$ cat config.mk
export PLATFORM = sky130hd
export DESIGN_NAME = sgl_des_end_flat
export DESIGN_NICKNAME = d
export VERILOG_FILES = /design/src/common/sgl_pkg.sv /design/src/common/sgl_link_if.sv /design/src/verilog/sgl_sync2.sv /design/src/verilog/sgl_des_end.sv /design/src/flat_wrapper.sv
export SDC_FILE = /design/constraint.sdc
export NUM_CORES = 1
export LEC_CHECK = 0
export ABC_AREA = 1
export BUFFER_PORTS_ARGS = -buffer_cell sky130_fd_sc_hd__buf_4
export CAP_MARGIN = 20
export CELL_PAD_IN_SITES_DETAIL_PLACEMENT = 1
export CELL_PAD_IN_SITES_GLOBAL_PLACEMENT = 1
export CORE_ASPECT_RATIO = 1.2
export CORE_UTILIZATION = 47
export CTS_CLUSTER_DIAMETER = 120
export DETAILED_ROUTE_END_ITERATION = 10
export HOLD_SLACK_MARGIN = 0.15
export PLACE_DENSITY_LB_ADDON = 0.1
export RECOVER_POWER = 50
export SYNTH_ARGS = -nofsm -noshare
export SYNTH_HDL_FRONTEND = slang
export SYNTH_SLANG_ARGS = --single-unit
$ cat constraint.sdc
create_clock -name clk -period 3.6 [get_ports clk]
set_input_delay 0.36 -clock clk [delete_from_list [all_inputs] [get_ports clk]]
set_output_delay 0.36 -clock clk [all_outputs]
set_load 0.1 [all_outputs]
$ cat src/common/sgl_pkg.sv
// constants shared by both ends of the pin link
package sgl_pkg;
	localparam int NPIN = 4;
	localparam int BC_BITS = 30;
	localparam int FC_BITS = 40;
	// device register offsets
	localparam logic [7:0] REG_LOCAL_DATA = 8'h0d;
	localparam logic [7:0] REG_PIN_DIR = 8'h0e;
	localparam logic [7:0] REG_FWD_CFG = 8'h33;
	localparam logic [7:0] REG_PIN_STS = 8'h53;
	localparam logic [7:0] REG_SENSE_CTL = 8'h20;
	localparam logic [7:0] REG_SENSE_STS = 8'h21;
	localparam logic [7:0] PIN_DIR_RST = 8'h0f;
	localparam logic [7:0] LOCAL_DATA_RST = 8'h00;
	localparam logic [2:0] FWD_CNT_RST = 3'h0;
	localparam logic [1:0] SENSE_RST = 2'h0;
	localparam int DIR_OE_LSB = 4;
	localparam int LD_REM_LSB = 4;
	// back frame fields
	localparam int BC_CMD_V = 29;
	localparam int BC_CMD_W = 28;
	localparam int BC_ADDR_LSB = 20;
	localparam int BC_WDATA_LSB = 12;
	localparam int BC_PIN_LSB = 8;
	// forward frame fields
	localparam int FC_RSP_V = 39;
	localparam int FC_RDATA_LSB = 31;
	localparam int FC_PIN_LSB = 27;
	// forward sampling periods in frames
	localparam logic [2:0] FWD_PER_1 = 3'h1;
	localparam logic [2:0] FWD_PER_2 = 3'h2;
	localparam logic [2:0] FWD_PER_34 = 3'h5;
	// controller registers (byte addresses)
	localparam logic [7:0] HR_CMD = 8'h00;
	localparam logic [7:0] HR_STS = 8'h04;
	localparam logic [7:0] HR_BCPIN = 8'h08;
	localparam logic [7:0] HR_FWDPIN = 8'h0c;
	localparam logic [7:0] HR_FS_CTL = 8'h10;
	localparam logic [7:0] HR_MODE = 8'h14;
	localparam int CMD_WR_BIT = 16;
	localparam int CMD_ADDR_LSB = 8;
	localparam int FS_INT_BIT = 0;
	localparam int FS_EXT_BIT = 1;
	localparam int FS_SLOT_LSB = 2;
	localparam int FS_PER_LSB = 16;
	localparam logic [15:0] FS_PER_RST = 16'h0010;
	// link clock periods; ratio 50 : 10 : 2.5 Mbps
	localparam int CLK_NS = 100;
	localparam int LPER_SYNC_NS = 800;
	localparam int LPER_NSYNC_NS = 4000;
	localparam int LPER_PAR_NS = 16000;
	localparam logic [7:0] LHALF_SYNC = 8'(LPER_SYNC_NS / CLK_NS / 2);
	localparam logic [7:0] LHALF_NSYNC = 8'(LPER_NSYNC_NS / CLK_NS / 2);
	localparam logic [7:0] LHALF_PAR = 8'(LPER_PAR_NS / CLK_NS / 2);
	typedef enum logic [1:0] {
		RATE_SYNC = 2'b00,
		RATE_NSYNC = 2'b01,
		RATE_PAR = 2'b10
	} sgl_rate_e;
	typedef enum logic [1:0] {
		CMD_IDLE = 2'b00,
		CMD_SEND = 2'b01,
		CMD_WAIT = 2'b10
	} sgl_cmd_e;
endpackage

$ cat src/common/sgl_link_if.sv
// link between serializer end and deserializer end
`timescale 1ns/1ps
interface sgl_link_if;
	logic link_clk;
	logic bc_sync;
	logic bc_data;
	logic fc_sync;
	logic fc_data;
	modport ser_mp(input link_clk, bc_sync, bc_data,
		output fc_sync, fc_data);
	modport des_mp(output link_clk, bc_sync, bc_data,
		input fc_sync, fc_data);
endinterface

$ cat src/verilog/sgl_sync2.sv
// two flip-flop synchroniser
`timescale 1ns/1ps
module sgl_sync2 #(
	parameter int W = 1
) (
	// clock and reset
	input wire logic clk,
	input wire logic rst_n,
	// async in, synced out
	input wire logic [W-1:0] d,
	output logic [W-1:0] q
);
	typedef struct packed {
		logic [W-1:0] s1;
		logic [W-1:0] s2;
	} sgl_sy_s;
	sgl_sy_s r_ff, nxt_r;
	always_comb begin
		nxt_r.s1 = d;
		nxt_r.s2 = r_ff.s1;
	end
	always_ff @(posedge clk or negedge rst_n) begin
		if (!rst_n) begin
			r_ff <= '0;
		end else begin
			r_ff <= nxt_r;
		end
	end
	assign q = r_ff.s2;
endmodule // sgl_sync2

$ cat src/verilog/sgl_des_end.sv
// deserializer end: link clock, command relay, frame sync
`timescale 1ns/1ps
module sgl_des_end
	import sgl_pkg::*;
(
	// clock and reset
	input wire logic clk,
	input wire logic rst_n,
	// ahb-lite slave
	input wire logic hsel,
	input wire logic [31:0] haddr,
	input wire logic [1:0] htrans,
	input wire logic hwrite,
	input wire logic [2:0] hsize,
	input wire logic [31:0] hwdata,
	input wire logic hready,
	output logic hreadyout,
	output logic [31:0] hrdata,
	output logic hresp,
	// link
	sgl_link_if.des_mp link,
	// user side
	input wire logic ext_frame_sync,
	output logic [NPIN-1:0] fwd_pin_out
);
	typedef struct packed {
		logic [7:0] div;
		logic lclk;
		logic [BC_BITS-1:0] bc_sr;
		logic [4:0] bc_cnt;
		logic bc_sync;
		logic bc_bit;
		logic [FC_BITS-1:0] fc_sr;
		logic [5:0] fc_cnt;
		logic [NPIN-1:0] fwd;
		sgl_cmd_e st;
		logic [16:0] cmd;
		logic [7:0] rdata;
		logic done;
		logic [NPIN-1:0] bcpin;
		logic [31:0] fs_ctl;
		logic [15:0] fs_cnt;
		sgl_rate_e mode;
		logic a_act;
		logic a_wr;
		logic [7:0] a_addr;
		logic [31:0] hrdata;
	} sgl_des_s;

	sgl_des_s r_ff, nxt_r;
	logic [2:0] in_s;

	sgl_sync2 #(.W(3)) u_in_sync (
		.clk(clk),
		.rst_n(rst_n),
		.d({link.fc_sync, link.fc_data, ext_frame_sync}),
		.q(in_s)
	);

	logic [7:0] half;
	logic [31:0] rd;
	logic [BC_BITS-1:0] bf;
	logic [FC_BITS-1:0] ff;
	logic [NPIN-1:0] pins;
	logic fs_lvl;

	always_comb begin
		nxt_r = r_ff;
		case (r_ff.mode)
			RATE_SYNC: half = LHALF_SYNC;
			RATE_NSYNC: half = LHALF_NSYNC;
			default: half = LHALF_PAR;
		endcase
		// read mux on the word address of the address phase
		case ({haddr[7:2], 2'b00})
			HR_CMD: rd = {15'h0000, r_ff.cmd};
			HR_STS: rd = {16'h0000, r_ff.rdata, 6'h00, r_ff.done,
				r_ff.st != CMD_IDLE};
			HR_BCPIN: rd = {28'h0000000, r_ff.bcpin};
			HR_FWDPIN: rd = {28'h0000000, r_ff.fwd};
			HR_FS_CTL: rd = r_ff.fs_ctl;
			HR_MODE: rd = {30'h00000000, r_ff.mode};
			default: rd = 32'h00000000;
		endcase
		// internal pulse or relayed external level
		fs_lvl = r_ff.fs_ctl[FS_INT_BIT] ? (r_ff.fs_cnt == 16'h0000) :
			(r_ff.fs_ctl[FS_EXT_BIT] & in_s[0]);
		pins = r_ff.bcpin;
		if (r_ff.fs_ctl[FS_INT_BIT] | r_ff.fs_ctl[FS_EXT_BIT]) begin
			pins[r_ff.fs_ctl[FS_SLOT_LSB +: 2]] = fs_lvl;
		end
		bf = '0;
		ff = {r_ff.fc_sr[FC_BITS-2:0], in_s[1]};
		if (r_ff.div == 8'h00) begin
			nxt_r.div = half - 8'h01;
			nxt_r.lclk = ~r_ff.lclk;
			if (r_ff.lclk) begin
				// back frame sent on falling link clock
				if (r_ff.bc_cnt == 5'h00) begin
					bf[BC_CMD_V] = r_ff.st == CMD_SEND;
					bf[BC_CMD_W] = r_ff.cmd[CMD_WR_BIT];
					bf[BC_ADDR_LSB +: 8] = r_ff.cmd[CMD_ADDR_LSB +: 8];
					bf[BC_WDATA_LSB +: 8] = r_ff.cmd[7:0];
					bf[BC_PIN_LSB +: NPIN] = pins;
					if (r_ff.st == CMD_SEND) begin
						nxt_r.st = CMD_WAIT;
					end
					if (r_ff.fs_cnt + 16'h0001 >= r_ff.fs_ctl[FS_PER_LSB +: 16]) begin
						nxt_r.fs_cnt = 16'h0000;
					end else begin
						nxt_r.fs_cnt = r_ff.fs_cnt + 16'h0001;
					end
					nxt_r.bc_sync = 1'b1;
					nxt_r.bc_bit = bf[BC_BITS-1];
					nxt_r.bc_sr = {bf[BC_BITS-2:0], 1'b0};
					nxt_r.bc_cnt = 5'h01;
				end else begin
					nxt_r.bc_sync = 1'b0;
					nxt_r.bc_bit = r_ff.bc_sr[BC_BITS-1];
					nxt_r.bc_sr = {r_ff.bc_sr[BC_BITS-2:0], 1'b0};
					nxt_r.bc_cnt = (r_ff.bc_cnt == 5'(BC_BITS - 1)) ?
						5'h00 : r_ff.bc_cnt + 5'h01;
				end
				// forward frame sampled on falling link clock
				if (in_s[2]) begin
					nxt_r.fc_sr = {{(FC_BITS-1){1'b0}}, in_s[1]};
					nxt_r.fc_cnt = 6'h01;
				end else if (r_ff.fc_cnt != 6'h00) begin
					nxt_r.fc_sr = ff;
					nxt_r.fc_cnt = r_ff.fc_cnt + 6'h01;
					if (r_ff.fc_cnt == 6'(FC_BITS - 1)) begin
						nxt_r.fc_cnt = 6'h00;
						nxt_r.fwd = ff[FC_PIN_LSB +: NPIN];
						if (ff[FC_RSP_V] && r_ff.st == CMD_WAIT) begin
							nxt_r.rdata = ff[FC_RDATA_LSB +: 8];
							nxt_r.done = 1'b1;
							nxt_r.st = CMD_IDLE;
						end
					end
				end
			end
		end else begin
			nxt_r.div = r_ff.div - 8'h01;
		end
		// ahb data phase write
		if (r_ff.a_act && r_ff.a_wr) begin
			case (r_ff.a_addr)
				HR_CMD: begin
					if (r_ff.st == CMD_IDLE) begin
						nxt_r.cmd = hwdata[16:0];
						nxt_r.st = CMD_SEND;
						nxt_r.done = 1'b0;
					end
				end
				HR_BCPIN: nxt_r.bcpin = hwdata[NPIN-1:0];
				HR_FS_CTL: nxt_r.fs_ctl = hwdata;
				HR_MODE: nxt_r.mode = sgl_rate_e'(hwdata[1:0]);
				default: nxt_r.a_wr = 1'b0;
			endcase
		end
		// ahb address phase; read data loaded here
		nxt_r.a_act = hsel & htrans[1] & hready;
		if (hready) begin
			nxt_r.a_wr = hwrite;
			nxt_r.a_addr = {haddr[7:2], 2'b00};
		end
		if (hsel && htrans[1] && hready && !hwrite) begin
			nxt_r.hrdata = rd;
		end
	end

	always_ff @(posedge clk or negedge rst_n) begin
		if (!rst_n) begin
			r_ff <= '0;
			r_ff.st <= CMD_IDLE;
			r_ff.mode <= RATE_SYNC;
			r_ff.fs_ctl <= {FS_PER_RST, 16'h0000};
		end else begin
			r_ff <= nxt_r;
		end
	end

	assign hreadyout = 1'b1;
	assign hresp = 1'b0;
	assign hrdata = r_ff.hrdata;
	assign link.link_clk = r_ff.lclk;
	assign link.bc_sync = r_ff.bc_sync;
	assign link.bc_data = r_ff.bc_bit;
	assign fwd_pin_out = r_ff.fwd;
endmodule // sgl_des_end

$ cat src/flat_wrapper.sv
// flat-port wrapper written by rule: the top's interface ports become plain ports
module sgl_des_end_flat import sgl_pkg::*;
  (clk, rst_n, hsel, haddr, htrans, hwrite, hsize, hwdata, hready, hreadyout, hrdata, hresp, ext_frame_sync, fwd_pin_out, link_link_clk, link_bc_sync, link_bc_data, link_fc_sync, link_fc_data);
  sgl_link_if link_i ();
  input wire logic clk;
  input wire logic rst_n;
  input wire logic hsel;
  input wire logic [31:0] haddr;
  input wire logic [1:0] htrans;
  input wire logic hwrite;
  input wire logic [2:0] hsize;
  input wire logic [31:0] hwdata;
  input wire logic hready;
  output logic hreadyout;
  output logic [31:0] hrdata;
  output logic hresp;
  input wire logic ext_frame_sync;
  output logic [NPIN-1:0] fwd_pin_out;
  output wire logic [$bits(link_i.link_clk)-1:0] link_link_clk;
  output wire logic [$bits(link_i.bc_sync)-1:0] link_bc_sync;
  output wire logic [$bits(link_i.bc_data)-1:0] link_bc_data;
  input wire logic [$bits(link_i.fc_sync)-1:0] link_fc_sync;
  input wire logic [$bits(link_i.fc_data)-1:0] link_fc_data;
  assign link_link_clk = link_i.link_clk;
  assign link_bc_sync = link_i.bc_sync;
  assign link_bc_data = link_i.bc_data;
  assign link_i.fc_sync = link_fc_sync;
  assign link_i.fc_data = link_fc_data;
  sgl_des_end u_core (.clk(clk), .rst_n(rst_n), .hsel(hsel), .haddr(haddr), .htrans(htrans), .hwrite(hwrite), .hsize(hsize), .hwdata(hwdata), .hready(hready), .hreadyout(hreadyout), .hrdata(hrdata), .hresp(hresp), .link(link_i), .ext_frame_sync(ext_frame_sync), .fwd_pin_out(fwd_pin_out));
endmodule
==> results of run 1 <==
## worst register-to-register path, stage by stage (launching register included)
cell,delay (ps)
dfrtp_1,390
nor2_2,170
nand2_1,90
nor2_1,290
nand2_1,540
inv_6,520
o21ai_2,210
buf_4,270
inv_2,290
nand3_1,110
o21ai_1,80
## kinds of logic (layout without fill, tap and decap cells)
family                     count (synthesis)  in the layout
DFF                                      214            214
AOI/OAI and AO/OA                        182            182
and+or+nand+nor                          604            604
xor gates and xnor gates                  13             13
other                                      2              2
adders and majority gates                 24             24
buffers and inverters                    206            297
## power by group through the flow
| stage | clock network [W] | registers, W | logic (W) |
|---|---|---|---|
| 2_1_floorplan | 0 | 0.00259 | 0.000259 |
| 3_3_place_gp | 0 | 0.00261 | 0.000395 |
| 3_5_place_dp | 0 | 0.00261 | 0.000408 |
| 4_1_cts | 0.00237 | 0.00257 | 0.000443 |
| 5_1_grt | 0.00247 | 0.00258 | 0.000483 |
| 6_report | 0.00233 | 0.00257 | 0.000427 |
## cell usage after synthesis (2+ instances only)
cell type,n
a21boi_0,2
a21oi_1,33
a22oi_1,9
a31oi_1,17
buf_2,23
buf_4,39
buf_6,6
clkbuf_1,13
conb_1,2
dfrtp_1,213
ha_1,24
inv_1,120
inv_2,4
nand2_1,398
nand2_2,2
nand2_4,2
nand3_1,51
nand3b_1,2
nand4_1,16
nor2_1,104
nor2_2,5
nor2_4,4
nor3_1,11
nor3_4,2
o211ai_1,4
o21a_1,4
o21ai_0,70
o21ai_1,21
o21bai_1,2
o31ai_1,16
or2_2,2
xnor2_1,2
xor2_1,11
## state kept, by name, summed over array words and instances, names as in the netlist
| name | flops |
|---|---|
| u_core.ff | 39 |
| u_core.fwd_pin_out | 4 |
| u_core.hrdata | 32 |
| u_core.link.bc_data | 1 |
| u_core.link.bc_sync | 1 |
| u_core.link.link_clk | 1 |
| u_core.r_ff | 130 |
| u_core.u_in_sync.nxt_r | 3 |
| u_core.u_in_sync.q | 3 |
## cell type report
class / count / share of cell area, %
flip-flops and latches: 214 / 45.1
multi-input cells: 825 / 33.4
clock inverters: 5 / 0.443
clock buffers: 35 / 5.74
inverters: 125 / 4.00
well taps: 274 / 2.89
repair buffers: 132 / 8.35
## layer usage
metal / share of wire [%] / track usage [%] / vias to the layer above
met2: 51 / 43.6 / 107
met3: 3.5 / 3.22 / 25
met1: 44 / 31.0 / 4120
li1: - / - / 4075
met4: 1.2 / 4.45 / 0
met5: 0 / 0 / -
## what timing repair did
action | CTS | global route
endpoints found under the hold margin | 134 | 1
hold buffers | 36 | 1
setup endpoints to repair | 0 | 0
## stage by stage
step	cell area (um2)	hold WS, ps	setup WS, ps	total power (W)
detailed placement	10900	344	705	0.00302
global route	11900	153	241	0.00553
floorplan	10300	64.4	1250	0.00285
CTS	12000	153	673	0.00539
global placement	10900	332	777	0.00300
finish	11900	151	563	0.00532
## layout by cell type, fill, tap and decap left out, types with 6 or more instances in the layout
master and instances:
clkbuf_16 23, inv_1 120, clkbuf_8 6, dlygate4sd3_1 37
dfrtp_1 213, clkbuf_1 32, ha_1 24, nand3_1 51
nand2_1 398, a31oi_1 17, nor2_1 106, a21oi_1 33
o31ai_1 16, nor3_1 11, a22oi_1 9, o21ai_0 70
nand4_1 16, o21ai_1 21, buf_4 64, xor2_1 11
## worst paths after layout
kind                                                    to  slack (ps)  cells past startpoint
setup / recovery              u_core.r_ff[129]$_DFFE_PN0P_         560                     10
hold / removal                 u_core.r_ff[40]$_DFFE_PN0P_         150                      3
setup reg to reg              u_core.r_ff[129]$_DFFE_PN0P_         560                     10
hold reg to reg            u_core.u_in_sync.q[2]$_DFF_PN0_         350                      0
max in group asynchronous      u_core.r_ff[54]$_DFFE_PN0P_        1480                      3
min in group asynchronous       u_core.r_ff[215]$_DFF_PN0_         440                      2
==> results.md, run 1 <==
- Finish-stage setup viols: 0
- Ant diodes: 0
- IO buf count: 85
- Critical Path Fanout Max: 49
- CP arrival: 3470 ps
- Max-slew headroom: 20.2%
- CP most frequent cell: nand2_1
- Hold Path Class: in2reg
- Warning count from the yosys run: 0
- DP Cell Count: 1533
- Synth Area in Compound Gates: 10.1%
- CTS tree: built
- Largest area contributor in the netlist: dfrtp_1
- Resized cells post-CTS: 0
- IO Count: 118
- Routed len/inst: 16.1 um
- Slew Viols, Final: 0
- Drt pass-1 iters: 4
- Largest net degree at the start of global routing: 110
- Mux contribution to synthesized area: 0%
- Worst flop-to-flop path startpoint: u_core.r_ff[213]$_DFF_PN0_
- Floorplan row count: 59
- Die width: 137 um
- Syn nets: 1346
- Worst path slowest cell: nand2_1
- Clock Power Share: 43.7%
- Sequential cell area: 5360 um2
- Post-DP HPWL: 17400 um
- Comb pwr share: 8.0%
- Post-Route WL: 25900 um
- Synth Flop Type: dfrtp_1
- Root Buffer: clkbuf_16
- Core Util, Final: 54.9%
- DRC Markers: 0
- Gr ovfl total: 0
- Required time worst endpoint: 4030 ps
- Worst Setup SP: u_core.r_ff[213]$_DFF_PN0_
- DRT antenna net count: 0
- P_sw: 0.00131 W
- Post-synthesis simple-gate area fraction: 24.4%
- DR vias/cell: 5.17
- Post-synthesis xor/xnor area fraction: 1.10%
- Post-CTS Setup Inserts: 0
- Post-route clock period utilization: 84.4%
- Syn avg cell area: 8.30 um2
- Crit path buf inv count: 3
- Minimum clock period: 3040 ps
- Initial core utilization: 47.8%
- Async set-or-reset flop fraction in the synthesized netlist: 100%
- Synth top area cells: dfrtp_1, nand2_1, inv_1, nor2_1, o21ai_0
- Top cell type's share of synthesized area: 51.6%
- Vias in the first global route: 8690
- Max_cap viols: 0
- RSZ-0062 raised after global routing: false
- First-pass GRT wire length: 43500 um
- Crit. End Element: register
- Total CTS buffers: 23
- Cell internal pwr: 0.00401 W
- Launch point of the worst hold path: hwrite
- Leak: 6.17 nW
- Ordered cell list for the critical path: nor2_2, nand2_1, nor2_1, nand2_1, inv_6, o21ai_2, buf_4, inv_2, nand3_1, o21ai_1
- Area of the multi-input gates: 3970 um2
- Clk Latency, worst-skew pair: 510 ps
- Endpoints failing hold: 0
- Worst-Margin Slew: 1200 ps
- Post-synthesis instance area: 10300 um2
- Startpoint Class: register
- Vias: 8327
- PwrDens: 449 nW/um2
- FILL cells: 2609
- Nets@finish: 1422
- EDFF count, synth: 0
- Layout cells sized above 1: 9.73%
- Layout Area Growth over Synthesis: 14.8%
- Setup_tns: 0 ps
- Global placement routability congestion: 0.844
- F_max: 329 MHz
- Chip Height: 164 um
- Post-synth cell types: 44
- H-tree Lvls: 1
- Switch share: 24.7%
- Clock sinks: 214
- Post-route insts no fill: 1610
- Die ar.: 22600 um2
- Status: complete, no violations
- Clk pin slew, worst setup/hold paths: 60 ps
- WS Path Type: reg2reg
- Core box area: 21600 um2
- Cells after Synth: 1245
- Setup Skew: 13.8 ps
- Fraction of the mapped netlist area in adder cells: 2.90%
- Fraction of the yosys area taken by sequential cells: 51.8%
- Flop pwr share: 48.3%
- Peak supply drop: 0.378 mV
- Synthesis-stage register bit count: 214
- Main combinational cell family by area after synthesis: simple AND/OR/NAND/NOR gates
- 1st-iter DRT viols: 384
- Initial antenna violation count: 0
- Crit-path max cell delay: 540 ps
- Crit path max-delay family: simple AND/OR/NAND/NOR gates
- All-Layer GR Usage: 24.2%
- Clock buffer depth: 3
No activity file was read; power rests on OpenSTA's default activity.
==> run 2: changes to the inputs <==
--- a/config.mk
+++ b/config.mk
@@ -11,7 +11,7 @@
 export CELL_PAD_IN_SITES_DETAIL_PLACEMENT = 1
 export CELL_PAD_IN_SITES_GLOBAL_PLACEMENT = 1
 export CORE_ASPECT_RATIO = 1.2
-export CORE_UTILIZATION = 47
+export CORE_UTILIZATION = 44
 export CTS_CLUSTER_DIAMETER = 120
 export DETAILED_ROUTE_END_ITERATION = 10
 export HOLD_SLACK_MARGIN = 0.15
==> constraint.sdc (replaced) <==
create_clock -name clk -period 2.8 [get_ports clk]
set_input_delay 0.28 -clock clk [delete_from_list [all_inputs] [get_ports clk]]
set_output_delay 0.28 -clock clk [all_outputs]
set_load 0.1 [all_outputs]
==> results.md, run 2 (synthesis gave the netlist of run 1 again) <==
- Status: complete, no violations (unchanged)
- Worst Setup SP: u_core.r_ff[44]$_DFFE_PN0P_ (was u_core.r_ff[213]$_DFF_PN0_)
- Drt pass-1 iters: 4 (unchanged)
- Max-slew headroom: 11.6% (was 20.2%)
- Largest net degree at the start of global routing: 57 (was 110)
- Finish-stage setup viols: 0 (unchanged)
- 1st-iter DRT viols: 405 (was 384)
- Clk Latency, worst-skew pair: 520 ps (was 510 ps)
- Clock buffer depth: 3 (unchanged)
- IO Count: 118 (unchanged)
- Commonest non-fill, non-tap cell in the layout: nand2_1 (unchanged)
- DRT antenna net count: 0 (unchanged)
- Root Buffer: clkbuf_16 (unchanged)
- Chip Height: 170 um (was 164 um)
- Vias: 8405 (was 8327)
- F_max: 416 MHz (was 329 MHz)
- Initial core utilization: 44.7% (was 47.8%)
- Endpoints failing hold: 0 (unchanged)
- Setup_tns: 0 ps (unchanged)
- Initial antenna violation count: 0 (unchanged)
- Worst-Margin Slew: 1330 ps (was 1200 ps)
- DRC Markers: 0 (unchanged)
- RSZ-0062 raised after global routing: false (unchanged)
- All-Layer GR Usage: 23.5% (was 24.2%)
- Crit path buf inv count: 3 (unchanged)
- CP arrival: 2860 ps (was 3470 ps)
- Worst path slowest cell: dfrtp_2 (was nand2_1)
- Startpoint Class: register (unchanged)
- Minimum clock period: 2410 ps (was 3040 ps)
- Routed len/inst: 15.9 um (was 16.1 um)
- Crit. End Element: register (unchanged)
- Post-CTS Setup Inserts: 0 (unchanged)
- Clk pin slew, worst setup/hold paths: 60 ps (about the same)
- Clock sinks: 214 (unchanged)
- IO buf count: 85 (unchanged)
- Most frequent cells in the layout: nand2_1, dfrtp_1, inv_1 (unchanged)
- DR vias/cell: 5.00 (was 5.17)
- Nets@finish: 1451 (was 1422)
- Ordered cell list for the critical path: ha_1, nand2_1, nor2_1, buf_4, nand2_1, o21ai_0, nand2_1, inv_1, ha_1, nand2_1, o21bai_1, a21oi_1, nor2_1, buf_4, nand3_1, nand2_1 (was nor2_2, nand2_1, nor2_1, nand2_1, inv_6, o21ai_2, buf_4, inv_2, nand3_1, o21ai_1)
- Post-Route WL: 26800 um (was 25900 um)
- Worst flop-to-flop path startpoint: u_core.r_ff[44]$_DFFE_PN0P_ (was u_core.r_ff[213]$_DFF_PN0_)
- Crit-path max cell delay: 430 ps (was 540 ps)
- Die width: 142 um (was 137 um)
- Layout cells sized above 1: 11.7% (was 9.73%)
- Hold Path Class: in2reg (unchanged)
- Slew Viols, Final: 0 (unchanged)
- Global placement routability congestion: 0.835 (was 0.844)
- CP most frequent cell: nand2_1 (unchanged)
- Post-DP HPWL: 18100 um (was 17400 um)
- PwrDens: 575 nW/um2 (was 449 nW/um2)
- Peak supply drop: 0.462 mV (was 0.378 mV)
- Layout Area Growth over Synthesis: 19.0% (was 14.8%)
- Setup Skew: 9.65 ps (was 13.8 ps)
- Required time worst endpoint: 3250 ps (was 4030 ps)
- CTS tree: built (unchanged)
- Critical Path Fanout Max: 16 (was 49)
- Gr ovfl total: 0 (unchanged)
- Floorplan row count: 61 (was 59)
- First-pass GRT wire length: 45100 um (was 43500 um)
- Core Util, Final: 53.2% (was 54.9%)
- Crit path max-delay family: simple AND/OR/NAND/NOR gates (unchanged)
- Post-route clock period utilization: 85.9% (was 84.4%)
- Launch point of the worst hold path: hready (was hwrite)
- Core box area: 23100 um2 (was 21600 um2)
- Die ar.: 24100 um2 (was 22600 um2)
- WS Path Type: reg2reg (unchanged)
- Ant diodes: 0 (unchanged)
- Max_cap viols: 0 (unchanged)
- Total CTS buffers: 24 (was 23)
- H-tree Lvls: 1 (unchanged)
- Leak: 6.39 nW (was 6.17 nW)
- Top reg by flops: u_core.r_ff (unchanged)
- Vias in the first global route: 9034 (was 8690)
- Max FFs per register: 130 (unchanged)
[run 2: layout make-up]
type | count | area [um2]
Sequential cell | 214 | 5360
Timing Repair Buffer | 160 | 1310
Clock buffer | 37 | 711
Multi-Input combinational cell | 825 | 3980
Inverter | 125 | 474
Fill cell | 2801 | 10800
Clock inverter | 6 | 82.6
Tap cell | 315 | 394
[run 2: per-layer routing]
layer	GRT usage [%]	wire [um]	vias to the layer above
li1	-	-	4133
met1	28.5	11700	4126
met2	44.0	13900	111
met3	2.90	715	35
met4	5.66	478	0
met5	0	0	-
[run 2: per-stage QoR]
| step | area, um2 | total power, W | worst slack, ps | std cells | hold WS (ps) |
|---|---|---|---|---|---|
| final | 12300 | 0.00707 | 394 | 1682 | 193 |
| after global routing | 12300 | 0.00734 | 81.8 | 1682 | 200 |
| after CTS | 12400 | 0.00716 | 283 | 1682 | 173 |
| after detailed placement | 11000 | 0.00389 | 299 | 1582 | 217 |
| after global placement | 11000 | 0.00387 | 350 | 1582 | 225 |
| after floorplan | 10300 | 0.00366 | 454 | 1245 | -15.6 |
[run 2: what timing repair did]
item,in CTS,in global routing
hold buffers,57,0
endpoints found under the hold margin,216,0
setup endpoints to repair,0,1
gates resized for setup,0,1
[run 2: path summary, 6_finish.rpt]
kind / end / slack, ps / cells past startpoint
setup reg to reg: u_core.r_ff[45]$_DFFE_PN0P_ / 390 / 16
min in group asynchronous: u_core.r_ff[190]$_DFFE_PN0P_ / 600 / 2
max in group asynchronous: u_core.r_ff[132]$_DFFE_PN0P_ / 640 / 3
hold reg to reg: u_core.u_in_sync.q[2]$_DFF_PN0_ / 350 / 0
setup / recovery: u_core.r_ff[45]$_DFFE_PN0P_ / 390 / 16
hold / removal: u_core.r_ff[40]$_DFFE_PN0P_ / 190 / 3
[run 2: where the power goes]
| group | internal, W | switching, W |
|---|---|---|
| sequential | 0.00322 | 0.0000863 |
| combinational | 0.000206 | 0.000379 |
| clock | 0.00192 | 0.00126 |
[run 2: worst min-delay path: cells and delay by family]
| family | cells | cell delay, ps |
|---|---|---|
| AO/OA/AOI/OAI | 1 | 160 |
| buffers and inverters | 2 | 220 |
==> run 3: changes to the inputs <==
==> constraint.sdc (replaced) <==
create_clock -name clk -period 2.8 [get_ports clk]
set_input_delay 0.42 -clock clk [delete_from_list [all_inputs] [get_ports clk]]
set_output_delay 0.42 -clock clk [all_outputs]
set_load 0.1 [all_outputs]
==> results.md, run 3 (synthesis gave the netlist of run 1 again) <==
- Commonest non-fill, non-tap cell in the layout: nand2_1 (unchanged)
- Post-DP HPWL: 17900 um (was 18100 um)
- WS Path Type: reg2reg (unchanged)
- IO buf count: 85 (unchanged)
- Slew Viols, Final: 80 (was 0)
- Chip Height: 170 um (unchanged)
- Failing checks: capacitance limit, slew limit
- Reg-to-reg setup timing slack: 350 ps (was 390 ps)
- Launch point of the worst hold path: hwdata[19] (was hready)
- Largest net degree at the start of global routing: 82 (was 57)
- Clock buffer depth: 3 (unchanged)
- R2R Path End: u_core.link.bc_data$_DFFE_PN0P_ (was u_core.r_ff[45]$_DFFE_PN0P_)
- First-pass GRT wire length: 43100 um (was 45100 um)
- R2R cell count: 8 (was 16)
- Floorplan row count: 61 (unchanged)
- RSZ-0062 raised after global routing: false (unchanged)
- Crit-path max cell delay: 440 ps (was 430 ps)
- Die width: 142 um (unchanged)
- All-Layer GR Usage: 22.4% (was 23.5%)
- Required time worst endpoint: 3240 ps (was 3250 ps)
- CTS tree: built (unchanged)
- Finish-stage setup viols: 0 (unchanged)
- Drt pass-1 iters: 4 (unchanged)
- IO Count: 118 (unchanged)
- Worst path slowest cell: nand2_1 (was dfrtp_2)
- F_max: 408 MHz (was 416 MHz)
- Setup Skew: 19.7 ps (was 9.65 ps)
- Routed len/inst: 15.7 um (was 15.9 um)
- Ant diodes: 0 (unchanged)
- Critical Path Fanout Max: 36 (was 16)
- Top reg by flops: u_core.r_ff (unchanged)
- DP Cell Count: 1581 (was 1582)
- Root Buffer: clkbuf_16 (unchanged)
- Post-route clock period utilization: 87.5% (was 85.9%)
- Layout Area Growth over Synthesis: 15.4% (was 19.0%)
- Ordered cell list for the critical path: nor2_1, nand2_1, nor2_4, nand2_1, inv_6, buf_4, nand3_1, o211ai_1 (was ha_1, nand2_1, nor2_1, buf_4, nand2_1, o21ai_0, nand2_1, inv_1, ha_1, nand2_1, o21bai_1, a21oi_1, nor2_1, buf_4, nand3_1, nand2_1)
- Post-route insts no fill: 1640 (was 1682)
- Minimum clock period: 2450 ps (was 2410 ps)
- Setup_tns: 0 ps (unchanged)
- Initial core utilization: 44.7% (unchanged)
- Crit path buf inv count: 2 (was 3)
- Endpoints failing hold: 0 (unchanged)
- Clk Latency, worst-skew pair: 530 ps (was 520 ps)
- Core Util, Final: 51.6% (was 53.2%)
- Min-Delay Endpoint: u_core.r_ff[79]$_DFFE_PN0P_ (was u_core.r_ff[40]$_DFFE_PN0P_)
- Hold depth: 3 (unchanged)
- FILL cells: 2789 (was 2801)
- Leak: 6.25 nW (was 6.39 nW)
- Hold Path Class: in2reg (unchanged)
- Worst flop-to-flop path startpoint: u_core.r_ff[213]$_DFF_PN0_ (was u_core.r_ff[44]$_DFFE_PN0P_)
- Clock sinks: 214 (unchanged)
- Vias in the first global route: 8530 (was 9034)
- Worst-Margin Slew: 1930 ps (was 1330 ps)
- DRC Markers: 0 (unchanged)
- Initial antenna violation count: 0 (unchanged)
- Max_cap viols: 1 (was 0)
- Vias: 8240 (was 8405)
- Total CTS buffers: 24 (unchanged)
- DR vias/cell: 5.02 (was 5.00)
- Gr ovfl total: 0 (unchanged)
- Max-slew headroom: -28.3% (was 11.6%)
- Status: finished with violations (was complete, no violations)
- DRT antenna net count: 0 (unchanged)
- Max FFs per register: 130 (unchanged)
- Core box area: 23100 um2 (unchanged)
- Layout cells sized above 1: 12.5% (was 11.7%)
- Peak supply drop: 0.592 mV (was 0.462 mV)
- H-tree Lvls: 1 (unchanged)
- Startpoint Class: register (unchanged)
- CP arrival: 2890 ps (was 2860 ps)
- Design Power: 0.00704 W (was 0.00707 W)
- Die ar.: 24100 um2 (unchanged)
- Post-Route WL: 25800 um (was 26800 um)
- Global placement routability congestion: 0.825 (was 0.835)
- CP most frequent cell: nand2_1 (unchanged)
- Nets@finish: 1408 (was 1451)
- PwrDens: 590 nW/um2 (was 575 nW/um2)
- Crit. End Element: register (unchanged)
- Most frequent cells in the layout: nand2_1, dfrtp_1, inv_1 (unchanged)
- Clk pin slew, worst setup/hold paths: 60 ps (about the same)
- 1st-iter DRT viols: 295 (was 405)
- Hold WS: 162 ps (was 193 ps)
- Crit path max-delay family: simple AND/OR/NAND/NOR gates (unchanged)
run 3: where the power goes:
group	internal [W]	switching (W)	leakage (nW)
clock network	0.00192	0.00129	0.401
logic	0.000169	0.000365	3.15
registers	0.00322	0.0000862	2.70
total	0.00530	0.00174	6.25
run 3: through the flow:
step	cell area (um2)	setup WS, ps
3_3_place_gp	11000	374
4_1_cts	12000	248
2_1_floorplan	10300	454
5_1_grt	11900	84.2
6_report	11900	350
3_5_place_dp	11000	283
run 3: area by class of cell:
cell class	count	area, um2	share of cell area [%]
Sequential cell	214	5360	44.9
Multi-Input combinational cell	825	3970	33.3
Timing Repair Buffer	117	923	7.74
Clock buffer	33	696	5.83
Inverter	125	474	3.98
Tap cell	315	394	3.30
Clock inverter	11	108	0.902
run 3: routing by layer:
layer / vias up / wire (um) / global-route usage (%)
met4: 0 / 356 / 4.49
li1: 4047 / - / -
met2: 101 / 13100 / 41.3
met1: 4065 / 11400 / 27.9
met3: 27 / 859 / 3.04
met5: - / 0 / 0
run 3: worst max path at each step:
| stage | from | to | slack, ps | depth (start not counted) |
|---|---|---|---|---|
| after floorplan | u_core.r_ff[44]$_DFFE_PN0P_ | u_core.r_ff[54]$_DFFE_PN0P_ | 450 | 15 |
| after global placement | u_core.r_ff[44]$_DFFE_PN0P_ | u_core.r_ff[46]$_DFFE_PN0P_ | 370 | 15 |
| after detailed placement | u_core.r_ff[44]$_DFFE_PN0P_ | u_core.r_ff[52]$_DFFE_PN0P_ | 280 | 16 |
| after CTS | u_core.r_ff[44]$_DFFE_PN0P_ | u_core.r_ff[45]$_DFFE_PN0P_ | 250 | 16 |
| after global routing | u_core.r_ff[44]$_DFFE_PN0P_ | u_core.r_ff[58]$_DFFE_PN0P_ | 80 | 16 |
| final | u_core.r_ff[213]$_DFF_PN0_ | u_core.link.bc_data$_DFFE_PN0P_ | 350 | 8 |
run 3: worst reg2reg max path: cells and delay by family (launching register included):
family,cells,cell delay [ps]
and+or+nand+nor,5,1140
buffers and inverters,2,730
DFF,1,370
AOI/OAI and AO/OA,1,130
run 3: timing repair:
action / in CTS / in global routing
hold buffers: 15 / 0
setup buffers: 0 / 0
setup endpoints to repair: 0 / 2
resized for setup: 0 / 1
hold endpoints to repair: 90 / 0
